--- config.mk ---
export PLATFORM = sky130hd
export DESIGN_NAME = clock_source_select_startup
export DESIGN_NICKNAME = d
export VERILOG_FILES = /design/src/rtl/clock_ctl_pkg.sv /design/src/rtl/clock_source_select_startup.sv /design/src/rtl/tick_source.sv /design/src/rtl/bit_sync.sv
export SDC_FILE = /design/constraint.sdc
export NUM_CORES = 1
export LEC_CHECK = 0
export BUFFER_PORTS_ARGS = -buffer_cell sky130_fd_sc_hd__buf_2
export CAP_MARGIN = 20
export CORE_ASPECT_RATIO = 1.2
export CORE_MARGIN = 2
export CORE_UTILIZATION = 35
export CTS_BUF_LIST = sky130_fd_sc_hd__clkbuf_8
export DETAILED_ROUTE_END_ITERATION = 10
export GPL_TIMING_DRIVEN = 0
export PLACE_DENSITY_LB_ADDON = 0.25
export SLEW_MARGIN = 0
export SYNTH_ARGS = -nofsm -noshare
export SYNTH_HDL_FRONTEND = slang
export SYNTH_HIERARCHICAL = 1
export SYNTH_SLANG_ARGS = --single-unit
--- constraint.sdc ---
create_clock -name sys_clk -period 7.6 [get_ports sys_clk]
set_input_delay 1.52 -clock sys_clk [delete_from_list [all_inputs] [get_ports sys_clk]]
set_output_delay 1.52 -clock sys_clk [all_outputs]
set_load 0.05 [all_outputs]
--- src/rtl/clock_ctl_pkg.sv ---
// Purpose: shared constants for the clock source and start-up block
// Assumes: 100 MHz sys_clk, oscillators modelled as tick enables
// Notes: fuse inputs read 1 for a programmed fuse
package clock_ctl_pkg;
  // clock rates in kHz
  localparam longint unsigned SYS_KHZ = 100000;
  localparam longint unsigned RC_KHZ = 8000;
  localparam longint unsigned LOW_KHZ = 128;
  localparam longint unsigned WDT_KHZ = 128;
  // phase accumulators turn a rate into tick enables
  localparam int ACC_W = 24;
  localparam logic [ACC_W-1:0] RC_INC = ACC_W'((RC_KHZ << ACC_W) / SYS_KHZ);
  localparam logic [ACC_W-1:0] LOW_INC = ACC_W'((LOW_KHZ << ACC_W) / SYS_KHZ);
  localparam logic [ACC_W-1:0] WDT_INC = ACC_W'((WDT_KHZ << ACC_W) / SYS_KHZ);
  // clock source select codes
  localparam logic [3:0] SRC_EXT = 4'h0;
  localparam logic [3:0] SRC_RC = 4'h2;
  localparam logic [3:0] SRC_LOW = 4'h3;
  // start-up time codes
  localparam logic [1:0] SUT_NONE = 2'h0;
  localparam logic [1:0] SUT_SHORT = 2'h1;
  localparam logic [1:0] SUT_LONG = 2'h2;
  localparam logic [1:0] SUT_RSVD = 2'h3;
  // start-up counts in source cycles and extra delays in microseconds
  localparam int CNT_W = 16;
  localparam logic [CNT_W-1:0] BASE_RESET_CK = 16'h000e;
  localparam logic [CNT_W-1:0] WAKE_CK = 16'h0006;
  localparam longint unsigned DLY_SHORT_US = 4000;
  localparam longint unsigned DLY_LONG_US = 65000;
  localparam int SHORT_WDT_TICKS = int'(DLY_SHORT_US * WDT_KHZ / 1000);
  localparam int LONG_WDT_TICKS = int'(DLY_LONG_US * WDT_KHZ / 1000);
  // prescaler select values
  localparam logic [3:0] PRE_DIV1 = 4'h0;
  localparam logic [3:0] PRE_DIV8 = 4'h3;
  localparam logic [3:0] PRE_MAX = 4'h8;
  // trim: mid code and step as a shift of the nominal increment
  localparam logic [7:0] TRIM_MID = 8'h80;
  localparam int TRIM_SHIFT = 9;
  // register map; printed indices times four give byte addresses
  localparam int ADDR_W = 12;
  localparam logic [ADDR_W-1:0] STATUS_ADDR = 12'h000;
  localparam logic [ADDR_W-1:0] ASYNC_ADDR = 12'h004;
  localparam logic [ADDR_W-1:0] PRESCALE_INDEX = 12'h061;
  localparam logic [ADDR_W-1:0] TRIM_INDEX = 12'h066;
  localparam logic [ADDR_W-1:0] PRESCALE_ADDR = PRESCALE_INDEX << 2;
  localparam logic [ADDR_W-1:0] TRIM_ADDR = TRIM_INDEX << 2;
  localparam int ASYNC_EXT_BIT = 0;
  localparam int ASYNC_TOSC_BIT = 1;
  localparam logic [1:0] RESP_OKAY = 2'h0;
  localparam logic [1:0] RESP_SLVERR = 2'h2;

  // trim code to accumulator increment, linear about the mid code
  function automatic logic [ACC_W-1:0] trim_to_inc(input logic [7:0] trim);
    logic [ACC_W-1:0] step;
    step = RC_INC >> TRIM_SHIFT;
    if (trim >= TRIM_MID)
      return RC_INC + ACC_W'(ACC_W'(trim - TRIM_MID) * step);
    else
      return RC_INC - ACC_W'(ACC_W'(TRIM_MID - trim) * step);
  endfunction : trim_to_inc

  // prescaler select to divisor minus one
  function automatic logic [8:0] div_mask(input logic [3:0] sel);
    return (9'h001 << sel) - 9'h001;
  endfunction : div_mask
endpackage : clock_ctl_pkg

--- src/rtl/clock_source_select_startup.sv ---
// Purpose: clock source select, start-up delays, prescaler, clock out
// Assumes: fuses static; sleep_req and wake_req from sys_clk logic
// Notes:
//
// Our own choices: the register offsets and register access over AXI4-Lite.
`timescale 1ns/1ps
module clock_source_select_startup #(
  parameter int SHORT_TICKS = clock_ctl_pkg::SHORT_WDT_TICKS,
  parameter int LONG_TICKS = clock_ctl_pkg::LONG_WDT_TICKS
) (
  // clock and reset
  input wire logic sys_clk,
  input wire logic reset,
  // fuses and factory calibration
  input wire logic [3:0] clock_source_select_fuses,
  input wire logic [1:0] startup_time_fuses,
  input wire logic divide_by_eight_fuse,
  input wire logic clock_out_fuse,
  input wire logic [7:0] factory_cal_value,
  // pins
  input wire logic external_clock_pin,
  input wire logic timer_osc_pin_one,
  // core side
  input wire logic sleep_req,
  input wire logic wake_req,
  output logic core_clk_en,
  output logic core_reset_hold,
  output logic clock_out_pin,
  output logic clock_out_oe,
  output logic timer_osc_enable,
  output logic timer_osc_ext_mode,
  output logic timer_osc_tick,
  // axi4-lite write
  input wire logic awvalid,
  output logic awready,
  input wire logic [clock_ctl_pkg::ADDR_W-1:0] awaddr,
  input wire logic wvalid,
  output logic wready,
  input wire logic [31:0] wdata,
  input wire logic [3:0] wstrb,
  output logic bvalid,
  input wire logic bready,
  output logic [1:0] bresp,
  // axi4-lite read
  input wire logic arvalid,
  output logic arready,
  input wire logic [clock_ctl_pkg::ADDR_W-1:0] araddr,
  output logic rvalid,
  input wire logic rready,
  output logic [31:0] rdata,
  output logic [1:0] rresp
);
  localparam int CW = clock_ctl_pkg::CNT_W;
  localparam int AW = clock_ctl_pkg::ADDR_W;
  localparam int XW = clock_ctl_pkg::ACC_W;

  // refuse delays the counter cannot hold
  if (SHORT_TICKS < 1 || LONG_TICKS < 1 || LONG_TICKS >= (1 << CW) ||
      SHORT_TICKS >= (1 << CW)) begin : g_bad_ticks
    $error("start-up delay ticks out of counter range");
  end

  typedef enum logic [2:0] {
    ST_HOLD, ST_BASE, ST_EXTRA, ST_RUN, ST_SLEEP, ST_WAKE
  } state_t;

  // pins through two flops
  logic ext_lvl, ext_rise, tosc_lvl, tosc_rise;
  bit_sync u_ext_sync (
    .sys_clk(sys_clk), .din(external_clock_pin),
    .dout(ext_lvl), .rise(ext_rise)
  );
  bit_sync u_tosc_sync (
    .sys_clk(sys_clk), .din(timer_osc_pin_one),
    .dout(tosc_lvl), .rise(tosc_rise)
  );

  // oscillators run free; cleared once at the start of reset
  // two-state so the very first reset cycle after power-up clears phases
  bit reset_q_reg;
  logic osc_clear;
  logic rc_tick, low_tick, wdt_tick;
  logic [7:0] trim_reg, trim_next;
  logic [XW-1:0] rc_inc;
  assign osc_clear = reset & ~reset_q_reg;
  assign rc_inc = clock_ctl_pkg::trim_to_inc(trim_reg);
  tick_source #(.ACC_W(XW)) u_rc_osc (
    .sys_clk(sys_clk), .clear(osc_clear), .inc(rc_inc), .tick(rc_tick)
  );
  tick_source #(.ACC_W(XW)) u_low_osc (
    .sys_clk(sys_clk), .clear(osc_clear),
    .inc(clock_ctl_pkg::LOW_INC), .tick(low_tick)
  );
  // separate watchdog oscillator times both the short and long extra reset delays
  tick_source #(.ACC_W(XW)) u_wdt_osc (
    .sys_clk(sys_clk), .clear(osc_clear),
    .inc(clock_ctl_pkg::WDT_INC), .tick(wdt_tick)
  );

  // ---------------- register bus ----------------
  logic aw_have_reg, aw_have_next, w_have_reg, w_have_next;
  logic [AW-1:0] aw_addr_reg, aw_addr_next;
  logic [31:0] w_data_reg, w_data_next;
  logic w_lane0_reg, w_lane0_next;
  logic bvalid_reg, bvalid_next, rvalid_reg, rvalid_next;
  logic [1:0] bresp_reg, bresp_next, rresp_reg, rresp_next;
  logic [31:0] rdata_reg, rdata_next, rd_word;
  logic wr_fire, rd_hit, wr_hit;
  logic [1:0] async_reg, async_next;
  logic [3:0] pre_sel_reg, pre_sel_next;

  // write completes once both address and data are held
  assign wr_fire = aw_have_reg & w_have_reg & ~bvalid_reg;
  assign wr_hit = aw_addr_reg == clock_ctl_pkg::STATUS_ADDR ||
                  aw_addr_reg == clock_ctl_pkg::ASYNC_ADDR ||
                  aw_addr_reg == clock_ctl_pkg::PRESCALE_ADDR ||
                  aw_addr_reg == clock_ctl_pkg::TRIM_ADDR;

  // read mux; unmapped words read zero with an error response
  logic [15:0] status_word;
  always_comb begin
    rd_word = '0;
    rd_hit = 1'b1;
    case (araddr)
      clock_ctl_pkg::STATUS_ADDR: rd_word = {16'h0000, status_word};
      clock_ctl_pkg::ASYNC_ADDR: rd_word = {30'h0, async_reg};
      clock_ctl_pkg::PRESCALE_ADDR: rd_word = {28'h0, pre_sel_reg};
      clock_ctl_pkg::TRIM_ADDR: rd_word = {24'h0, trim_reg};
      default: rd_hit = 1'b0;
    endcase
  end

  // handshake state; one write and one read in flight
  always_comb begin
    aw_have_next = aw_have_reg;
    aw_addr_next = aw_addr_reg;
    w_have_next = w_have_reg;
    w_data_next = w_data_reg;
    w_lane0_next = w_lane0_reg;
    bvalid_next = bvalid_reg;
    bresp_next = bresp_reg;
    rvalid_next = rvalid_reg;
    rresp_next = rresp_reg;
    rdata_next = rdata_reg;
    if (awvalid && awready) begin
      aw_have_next = 1'b1;
      aw_addr_next = awaddr;
    end
    if (wvalid && wready) begin
      w_have_next = 1'b1;
      w_data_next = wdata;
      w_lane0_next = wstrb[0];
    end
    if (wr_fire) begin
      aw_have_next = 1'b0;
      w_have_next = 1'b0;
      bvalid_next = 1'b1;
      bresp_next = wr_hit ? clock_ctl_pkg::RESP_OKAY
                          : clock_ctl_pkg::RESP_SLVERR;
    end else if (bvalid_reg && bready) begin
      bvalid_next = 1'b0;
    end
    if (arvalid && arready) begin
      rvalid_next = 1'b1;
      rdata_next = rd_word;
      rresp_next = rd_hit ? clock_ctl_pkg::RESP_OKAY
                          : clock_ctl_pkg::RESP_SLVERR;
    end else if (rvalid_reg && rready) begin
      rvalid_next = 1'b0;
    end
    if (reset) begin
      aw_have_next = 1'b0;
      w_have_next = 1'b0;
      bvalid_next = 1'b0;
      rvalid_next = 1'b0;
      bresp_next = clock_ctl_pkg::RESP_OKAY;
      rresp_next = clock_ctl_pkg::RESP_OKAY;
      rdata_next = '0;
      aw_addr_next = '0;
      w_data_next = '0;
      w_lane0_next = 1'b0;
    end
  end

  always_ff @(posedge sys_clk) begin
    aw_have_reg <= aw_have_next;
    aw_addr_reg <= aw_addr_next;
    w_have_reg <= w_have_next;
    w_data_reg <= w_data_next;
    w_lane0_reg <= w_lane0_next;
    bvalid_reg <= bvalid_next;
    bresp_reg <= bresp_next;
    rvalid_reg <= rvalid_next;
    rresp_reg <= rresp_next;
    rdata_reg <= rdata_next;
    awready <= ~aw_have_next;
    wready <= ~w_have_next;
    arready <= ~rvalid_next;
  end

  assign bvalid = bvalid_reg;
  assign bresp = bresp_reg;
  assign rvalid = rvalid_reg;
  assign rresp = rresp_reg;
  assign rdata = rdata_reg;

  // ---------------- clock control core ----------------
  state_t st_reg, st_next;
  logic [CW-1:0] cnt_reg, cnt_next, extra_ticks;
  logic [3:0] src_reg, src_next;
  logic [1:0] sut_reg, sut_next;
  logic div8_reg, div8_next, clock_out_fuse_reg, clock_out_fuse_next;
  logic [8:0] pre_cnt_reg, pre_cnt_next;
  logic pre_tick_reg, pre_tick_next, src_tick, wr_ok;
  logic clk_en_next, hold_next, cko_next, tosc_en_next, ttick_next;

  assign wr_ok = wr_fire & w_lane0_reg;

  // source tick picked by the captured select code
  always_comb begin
    case (src_reg)
      clock_ctl_pkg::SRC_EXT: src_tick = ext_rise;
      clock_ctl_pkg::SRC_LOW: src_tick = low_tick;
      default: src_tick = rc_tick;
    endcase
  end

  // extra reset delay; reserved code adds none
  always_comb begin
    case (sut_reg)
      clock_ctl_pkg::SUT_SHORT: extra_ticks = CW'(SHORT_TICKS);
      clock_ctl_pkg::SUT_LONG: extra_ticks = CW'(LONG_TICKS);
      default: extra_ticks = '0;
    endcase
  end

  // start-up sequence, prescaler, trim and pin outputs
  always_comb begin
    st_next = st_reg;
    cnt_next = cnt_reg;
    src_next = src_reg;
    sut_next = sut_reg;
    div8_next = div8_reg;
    clock_out_fuse_next = clock_out_fuse_reg;
    trim_next = trim_reg;
    async_next = async_reg;
    pre_sel_next = pre_sel_reg;
    pre_cnt_next = pre_cnt_reg;
    pre_tick_next = 1'b0;
    // prescaler keeps counting source ticks, also in reset
    if (osc_clear) begin
      pre_cnt_next = '0;
    end else if (src_tick) begin
      if (pre_cnt_reg >= clock_ctl_pkg::div_mask(pre_sel_reg)) begin
        pre_cnt_next = '0;
        pre_tick_next = 1'b1;
      end else begin
        pre_cnt_next = pre_cnt_reg + 9'h001;
      end
    end
    case (st_reg)
      ST_HOLD: begin
        st_next = ST_BASE;
        cnt_next = '0;
      end
      ST_BASE: if (src_tick) begin
        cnt_next = cnt_reg + 16'h0001;
        if (cnt_next == clock_ctl_pkg::BASE_RESET_CK) begin
          cnt_next = '0;
          st_next = (extra_ticks == '0) ? ST_RUN : ST_EXTRA;
        end
      end
      ST_EXTRA: if (wdt_tick) begin
        cnt_next = cnt_reg + 16'h0001;
        if (cnt_next == extra_ticks) begin
          st_next = ST_RUN;
        end
      end
      ST_RUN: if (sleep_req) begin
        st_next = ST_SLEEP;
      end
      ST_SLEEP: if (wake_req) begin
        st_next = ST_WAKE;
        cnt_next = '0;
      end
      ST_WAKE: if (src_tick) begin
        cnt_next = cnt_reg + 16'h0001;
        if (cnt_next == clock_ctl_pkg::WAKE_CK) begin
          st_next = ST_RUN;
        end
      end
      default: st_next = ST_HOLD;
    endcase
    // software writes; reserved prescaler codes are ignored
    if (wr_ok) begin
      case (aw_addr_reg)
        clock_ctl_pkg::TRIM_ADDR: trim_next = w_data_reg[7:0];
        clock_ctl_pkg::ASYNC_ADDR: async_next = w_data_reg[1:0];
        clock_ctl_pkg::PRESCALE_ADDR:
          if (w_data_reg[3:0] <= clock_ctl_pkg::PRE_MAX) begin
            pre_sel_next = w_data_reg[3:0];
            pre_cnt_next = '0;
          end
        default: ;
      endcase
    end
    // fuses sampled through reset; trim and prescaler take defaults
    if (reset) begin
      st_next = ST_HOLD;
      cnt_next = '0;
      src_next = clock_source_select_fuses;
      sut_next = startup_time_fuses;
      div8_next = divide_by_eight_fuse;
      clock_out_fuse_next = clock_out_fuse;
      trim_next = factory_cal_value;
      async_next = '0;
      pre_sel_next = divide_by_eight_fuse ? clock_ctl_pkg::PRE_DIV8
                                          : clock_ctl_pkg::PRE_DIV1;
    end
    // registered pin and core outputs
    clk_en_next = pre_tick_next && st_next == ST_RUN;
    hold_next = reset || st_next == ST_HOLD || st_next == ST_BASE ||
                st_next == ST_EXTRA;
    // pin starts low on the clearing cycle, then toggles per divided tick
    cko_next = clock_out_fuse_next & ~osc_clear &
               (clock_out_pin ^ pre_tick_next);
    tosc_en_next = async_next[clock_ctl_pkg::ASYNC_TOSC_BIT] &&
                   src_next == clock_ctl_pkg::SRC_RC;
    ttick_next = tosc_en_next & tosc_rise &
                 async_next[clock_ctl_pkg::ASYNC_EXT_BIT];
  end

  always_ff @(posedge sys_clk) begin
    reset_q_reg <= reset;
    st_reg <= st_next;
    cnt_reg <= cnt_next;
    src_reg <= src_next;
    sut_reg <= sut_next;
    div8_reg <= div8_next;
    clock_out_fuse_reg <= clock_out_fuse_next;
    trim_reg <= trim_next;
    async_reg <= async_next;
    pre_sel_reg <= pre_sel_next;
    pre_cnt_reg <= pre_cnt_next;
    pre_tick_reg <= pre_tick_next;
    core_clk_en <= clk_en_next;
    core_reset_hold <= hold_next;
    clock_out_pin <= cko_next;
    clock_out_oe <= clock_out_fuse_next;
    timer_osc_enable <= tosc_en_next;
    timer_osc_ext_mode <= async_next[clock_ctl_pkg::ASYNC_EXT_BIT];
    timer_osc_tick <= ttick_next;
  end

  // status word; level of the synced pins is shown for debug
  assign status_word = {1'b0, clock_out_fuse_reg, div8_reg, sut_reg, src_reg,
    tosc_lvl, ext_lvl, src_reg != clock_ctl_pkg::SRC_RC &&
    src_reg != clock_ctl_pkg::SRC_LOW && src_reg != clock_ctl_pkg::SRC_EXT,
    sut_reg == clock_ctl_pkg::SUT_RSVD, timer_osc_enable,
    st_reg == ST_SLEEP, core_reset_hold};
endmodule : clock_source_select_startup

--- src/rtl/tick_source.sv ---
// Purpose: phase-accumulator oscillator model giving one-cycle ticks
// Assumes: inc below half of the accumulator range
// Notes: clear restarts the phase; otherwise it runs free
`timescale 1ns/1ps
module tick_source #(
  parameter int ACC_W = 24
) (
  // clock and clear
  input wire logic sys_clk,
  input wire logic clear,
  // rate and output
  input wire logic [ACC_W-1:0] inc,
  output logic tick
);
  logic [ACC_W-1:0] acc_reg, acc_next;
  logic tick_reg, tick_next;

  // carry out of the accumulator is the tick
  always_comb begin
    {tick_next, acc_next} = {1'b0, acc_reg} + {1'b0, inc};
    if (clear) begin
      tick_next = 1'b0;
      acc_next = '0;
    end
  end

  always_ff @(posedge sys_clk) begin
    acc_reg <= acc_next;
    tick_reg <= tick_next;
  end

  assign tick = tick_reg;
endmodule : tick_source

--- src/rtl/bit_sync.sv ---
// Purpose: two-flop synchroniser with registered rising-edge pulse
// Assumes: input asynchronous to sys_clk; chain settles in three cycles
// Notes: first flop feeds only the second
`timescale 1ns/1ps
module bit_sync (
  // clock
  input wire logic sys_clk,
  // pin and results
  input wire logic din,
  output logic dout,
  output logic rise
);
  logic [2:0] q_reg, q_next;
  logic rise_reg, rise_next;

  // shift chain; edge seen between second and third flop
  // no reset: edges keep coming through reset for the clock out pin,
  // and a pin already high at release gives no false edge
  always_comb begin
    q_next = {q_reg[1:0], din};
    rise_next = q_reg[1] & ~q_reg[2];
  end

  always_ff @(posedge sys_clk) begin
    q_reg <= q_next;
    rise_reg <= rise_next;
  end

  assign dout = q_reg[1];
  assign rise = rise_reg;
endmodule : bit_sync

== After elaboration in Yosys (flattened, before gate mapping) ==
Index checks and enable logic that the tools add are counted.
Operators by class
  add/subtract/negate cells: 10
  multiply operators: 2
  order comparisons: 3
  equal/unequal tests: 28
  shift-type cells: 1
  multiplexer cells: 57
  bitwise logic cells: 19
  reductions and logical operators: 32
Operator list (count)
  two-way mux 16 bit: 5
  case mux 16 bit (5 select lines): 1
  case mux 15 bit (4 select lines): 1
  two-way mux 9 bit: 6
  adder 24 x 15 -> 25 bit (second input constant): 2
  == test 12 x 9 -> 1 bit (second input constant): 4
  multiplier 9 x 13 -> 22 bit (second input constant): 2
  case mux 14 bit (2 select lines): 1
  two-way mux 3 bit: 9
  adder 24 x 24 -> 25 bit: 1
  == test 12 x 3 -> 1 bit (second input constant): 2
  zero test 12 bit: 2
  two-way mux 24 bit: 1
  two-way mux 8 bit: 3
  adder 22 x 22 -> 23 bit (first input constant): 1
  subtractor 22 x 22 -> 23 bit (first input constant): 1
  two-way mux 4 bit: 5
  case mux 3 bit (6 select lines): 1
  two-way mux 1 bit: 17
  adder 16 x 1 -> 16 bit (second input constant): 1
  == test 16 bit: 1
  == test 16 x 3 -> 1 bit (second input constant): 1
  == test 16 x 4 -> 1 bit (second input constant): 1
  zero test 16 bit: 1
  33 further kinds: 82
Storage, ports and cells
  bits in registers: 204
  bits of input ports: 87
  output and inout port bits: 48
  word-level logic and storage cells: 192

== Logic depth before layout (Yosys ltp) ==
  depth in word-level cells: 12
  depth in mapped cells: 34
  mapped depth without buffers: 33

== Cells and area by module ==
The synthesis kept the hierarchy.
By module, submodules not included
  clock_source_select_startup: instances 1, cells each 1185, area each 10004.6 um^2, sequential area each 2172.1 um^2
  tick_source: instances 3, cells each 225, area each 1876.8 um^2, sequential area each 500.5 um^2
  bit_sync: instances 2, cells each 5, area each 93.8 um^2, sequential area each 80.1 um^2

== Least setup slack after synthesis ==
OpenSTA, ideal clock, no wires.
  path kind: flip-flop to flip-flop
  start point: register trim_reg[0]
  end point: register u_rc_osc.acc_reg[23]
  library setup time: 0.123 ns
  arrival time: 7.715 ns
  required time: 7.477 ns
  setup slack: -0.238 ns
  cell stages (with the launch flop): 31
  buffers on the path: 1
  clock period less this slack: 7.838 ns
  cell sequence: edfxtp_1 > inv_1 > nand2_1 > nor3_1 > nand2_1 > xnor2_1 > inv_1 > fa_1 > ha_1 > inv_1 > fa_1 > fa_1 > inv_1 > fa_1 > inv_1 > ha_1 > a211oi_1 > nor2_1 > a311oi_1 > nand2_1 > a21o_1 > a21oi_1 > xor2_1 > a21oi_1 > ha_1 > buf_2 > a21o_1 > a31o_2 > o31a_1 > o31ai_2 > mux2_1
Between the ends
  cells in the longest elaborated chain, start to end: 5
  elaborated cells between the ends (all ways): 9
  classes of those cells: add/sub: 5; mul: 2; order compare: 1; mux: 1
Ends and longest elaborated chain
  start, declared: RTL line clock_source_select_startup.sv:83  | logic [7:0] trim_reg, trim_next;
  start signal, assigned: RTL line clock_source_select_startup.sv:341  | trim_reg <= trim_next;
  subtractor 8 x 8 -> 9 bit (on tied branches): RTL line clock_ctl_pkg.sv:59, clock_ctl_pkg.sv:57
  multiplier 9 x 13 -> 22 bit (on tied branches): RTL line clock_ctl_pkg.sv:59, clock_ctl_pkg.sv:57
  subtractor 22 x 22 -> 23 bit or adder 22 x 22 -> 23 bit (tied branches): RTL line clock_ctl_pkg.sv:59, clock_ctl_pkg.sv:57
  two-way mux 24 bit (*): RTL line clock_ctl_pkg.sv:56  | if (trim >= TRIM_MID)
  net rc_inc[14]: RTL line clock_source_select_startup.sv:84  | logic [XW-1:0] rc_inc;
  adder 24 x 24 -> 25 bit (*): RTL line tick_source.sv:20  | {tick_next, acc_next} = {1'b0, acc_reg} + {1'b0, inc};
  end signal, assigned: RTL line tick_source.sv:28  | acc_reg <= acc_next;
  end, declared: RTL line tick_source.sv:15  | logic [ACC_W-1:0] acc_reg, acc_next;
Mark *: on every way through the listed nets, which the timed path passes. The rest lies on a longest branch.
A chain may end at the register's enable or synchronous reset.

== Worst setup path in the final report ==
  start point: register trim_reg[3]
  end point: register u_rc_osc.acc_reg[23]
Same word-level chain as after synthesis.

==> results.py <==
metrics = {
    "clock_network": {
        "clk_latency_ns": 0.52,
        "cts.clk_slew.worst_paths_ns": 0.11,
        "cts_hold_buf": 0,
        "cts.htree.levels": 4,
        "root_buffer": "clkbuf_8",
        "cts_tree": "built",
        "cts_buffers": 17,
        "clock_path_buffers": 2,
        "clock_sinks": 184,
    },
    "floorplan": {
        "core_um2": 44800,
        "dieArea_um2": 46900,
        "initial_core_util_pct": 35.3,
        "rows": 85,
        "io_pins": 135,
        "die_h_um": 237,
        "die_w_um": 198,
    },
    "worst_setup_path": {
        "reg2reg_from": "trim_reg[3]",
        "timing.reg2reg.setup_slack_ns": 0.22,
        "crit_start": "trim_reg[3]",
        "crit_type": "flop to flop",
        "critical-path-slowest-cell": "fa_1",
        "critPathMaxStageDelay_ns": 0.57,
        "endpoint_kind": "flop",
        "r2r_cells": 28,
        "cp_max_fo": 8,
        "start_kind": "flop",
        "cp_data_arrival_time_ns": 7.79,
        "cp_data_required_time_ns": 8.00,
        "reg2reg_to": "u_rc_osc/acc_reg[23]",
    },
    "synthesis": {
        "yosysUniqueCellTypes": 81,
        "yosys_warnings": 6,
        "synth_top_family_by_area": "adder cells",
        "yosysTopAreaCell": "dfxtp_1",
        "synthMuxAreaShare_pct": 2.40,
        "synth_edf_count": 15,
        "ys_top_cells_by_area": "dfxtp_1, ha_1, fa_1, a21oi_1, inv_1",
        "postSynthAreaPerCell_um2": 8.46,
        "syn-instance-count": 1870,
        "synth_seq_cells": 184,
        "synth_xor_area_share_pct": 5.48,
        "synth_top_cell_area_share_pct": 21.4,
        "syn_area_um2": 15800,
        "synth-seq-area-share_pct": 24.2,
        "synth-compound-area-share_pct": 18.7,
        "yosys.area_share.adder_pct": 25.0,
        "synthFlopType": "dfxtp_1",
        "synth_simple_gate_area_share_pct": 17.4,
        "synthArstFlopShare_pct": 0,
    },
    "final_layout": {
        "drive_above_1_share_pct": 14.7,
        "final_nets": 2455,
        "design_area_um2": 18400,
        "layout_common_cells": "ha_1, inv_1, dfxtp_1",
        "regArea_um2": 3830,
        "layout_commonest_cell": "ha_1",
        "syn_to_final_growth_pct": 16.4,
        "nFillCells": 4564,
        "multi_input_area_um2": 11500,
    },
    "placed_design": {
        "gp_congestion": 0.883,
        "hpwl_um": 32700,
        "post-place-ws_ns": -1.94,
        "port_buffers": 88,
        "placed_area_um2": 17300,
    },
    "timing": {
        "worst-slew-pin-transition_ns": 0.969,
        "max_freq_mhz": 135,
        "skew_ns": 0.0186,
        "final-hold-violation-count": 0,
        "setup_viol": 0,
        "slew-limit-headroom_pct": 34.7,
        "drv_slew": 0,
        "setup_ws_ns": 0.218,
        "tns_ns": 0,
        "min_period_ns": 7.38,
        "fin_crit_sh_pct": 97.1,
    },
    "drt": {
        "drt_iter0_markers": 806,
        "num_vias": 13600,
        "drc": 0,
        "totalWireLength_um": 41700,
        "drt-vias-per-instance": 5.04,
        "firstDrtPassIters": 5,
        "postRouteAntennaNets": 0,
        "wl_per_cell_um": 15.4,
    },
    "status": {
        "status": "finished clean",
    },
    "min_path": {
        "hold_path_depth": 0,
        "hold_end": "u_ext_sync/q_reg[1]",
        "hp-class": "flop to flop",
        "min_from": "u_ext_sync/q_reg[0]",
    },
    "global_route": {
        "antenna_found_initial": 6,
        "grt_usage_pct": 18.0,
        "grt_max_degree": 19,
        "grt_pass1_wl_um": 66900,
        "grt-ovfl-total": 0,
        "grt_pass1_vias": 13400,
    },
    "job": {
        "maxCapViolCount": 0,
    },
}
logic make-up (layout without fill, tap and decap cells):
logic type / count (synthesis) / in the layout
AOI/OAI and AO/OA: 442 / 442
xor gates and xnor gates: 99 / 99
adders and majority gates: 282 / 282
buffers and inverters: 257 / 419
DFF: 184 / 184
muxes: 35 / 35
other: 2 / 71
and+or+nand+nor: 569 / 569
worst max-delay path by stage:
stage                            to  slack (ns)  cells after the start
6_report       u_rc_osc/acc_reg[23]        0.22                     28
5_1_grt        u_rc_osc/acc_reg[18]       -0.02                     31
4_1_cts        u_rc_osc/acc_reg[23]        0.01                     30
3_5_place_dp          u_rc_osc/tick       -1.94                     31
3_3_place_gp          u_rc_osc/tick       -2.04                     31
2_1_floorplan  u_rc_osc/acc_reg[23]       0.003                     29
Yosys cell counts, types with 20 or more instances:
cell      number
ha_1         225
inv_1        184
dfxtp_1      169
nor2_1       165
a21oi_1      161
nand2_1      152
o21ai_0       60
fa_1          57
xnor2_1       55
a21o_1        47
xor2_1        44
nor3_1        43
nor2b_1       39
clkbuf_1      32
nand3_1       32
nand4_1       30
o21a_1        21
buf_4         20
critical path: cells and delay by family (launching register included):
kind / cells / cell delay [ns]
adders and majority gates: 7 / 2.84
AOI/OAI and AO/OA: 8 / 1.76
and+or+nand+nor: 4 / 0.71
buffers and inverters: 6 / 0.64
DFF: 1 / 0.52
xor gates and xnor gates: 2 / 0.43
muxes: 1 / 0.36
stage by stage:
step	utilization (%)	hold slack (ns)	cells
after floorplan	-	0.310	1937
after global placement	38.6	0.313	2634
after detailed placement	38.7	0.315	2636
after CTS	40.4	0.339	2688
after global routing	41.1	0.339	2708
final	41.2	0.339	2710
routing by layer:
layer	share of wire (%)	track usage, %
met3	5.2	3.66
met2	48	30.7
met5	0.081	0
met4	2.8	6.63
met1	44	22.4
timing repair:
item,CTS,global route
setup buffers,20,21
pin swaps,17,26
resized for setup,47,44
endpoints found under the setup margin,14,9
final cells by class:
| class | count | share of cell area [%] |
|---|---|---|
| Sequential cell | 184 | 20.8 |
| Inverter | 185 | 3.90 |
| Timing Repair Buffer | 132 | 4.21 |
| Buffer | 70 | 2.05 |
| Multi-Input combinational cell | 1496 | 62.6 |
| Clock buffer | 17 | 1.27 |
| Clock inverter | 15 | 1.02 |
| Tap cell | 609 | 4.14 |
| Antenna cell | 2 | 0.0272 |
Power is left out: the tool's default activity adds up to more than one toggle a clock period on the data nets, which glitch-free logic cannot reach.
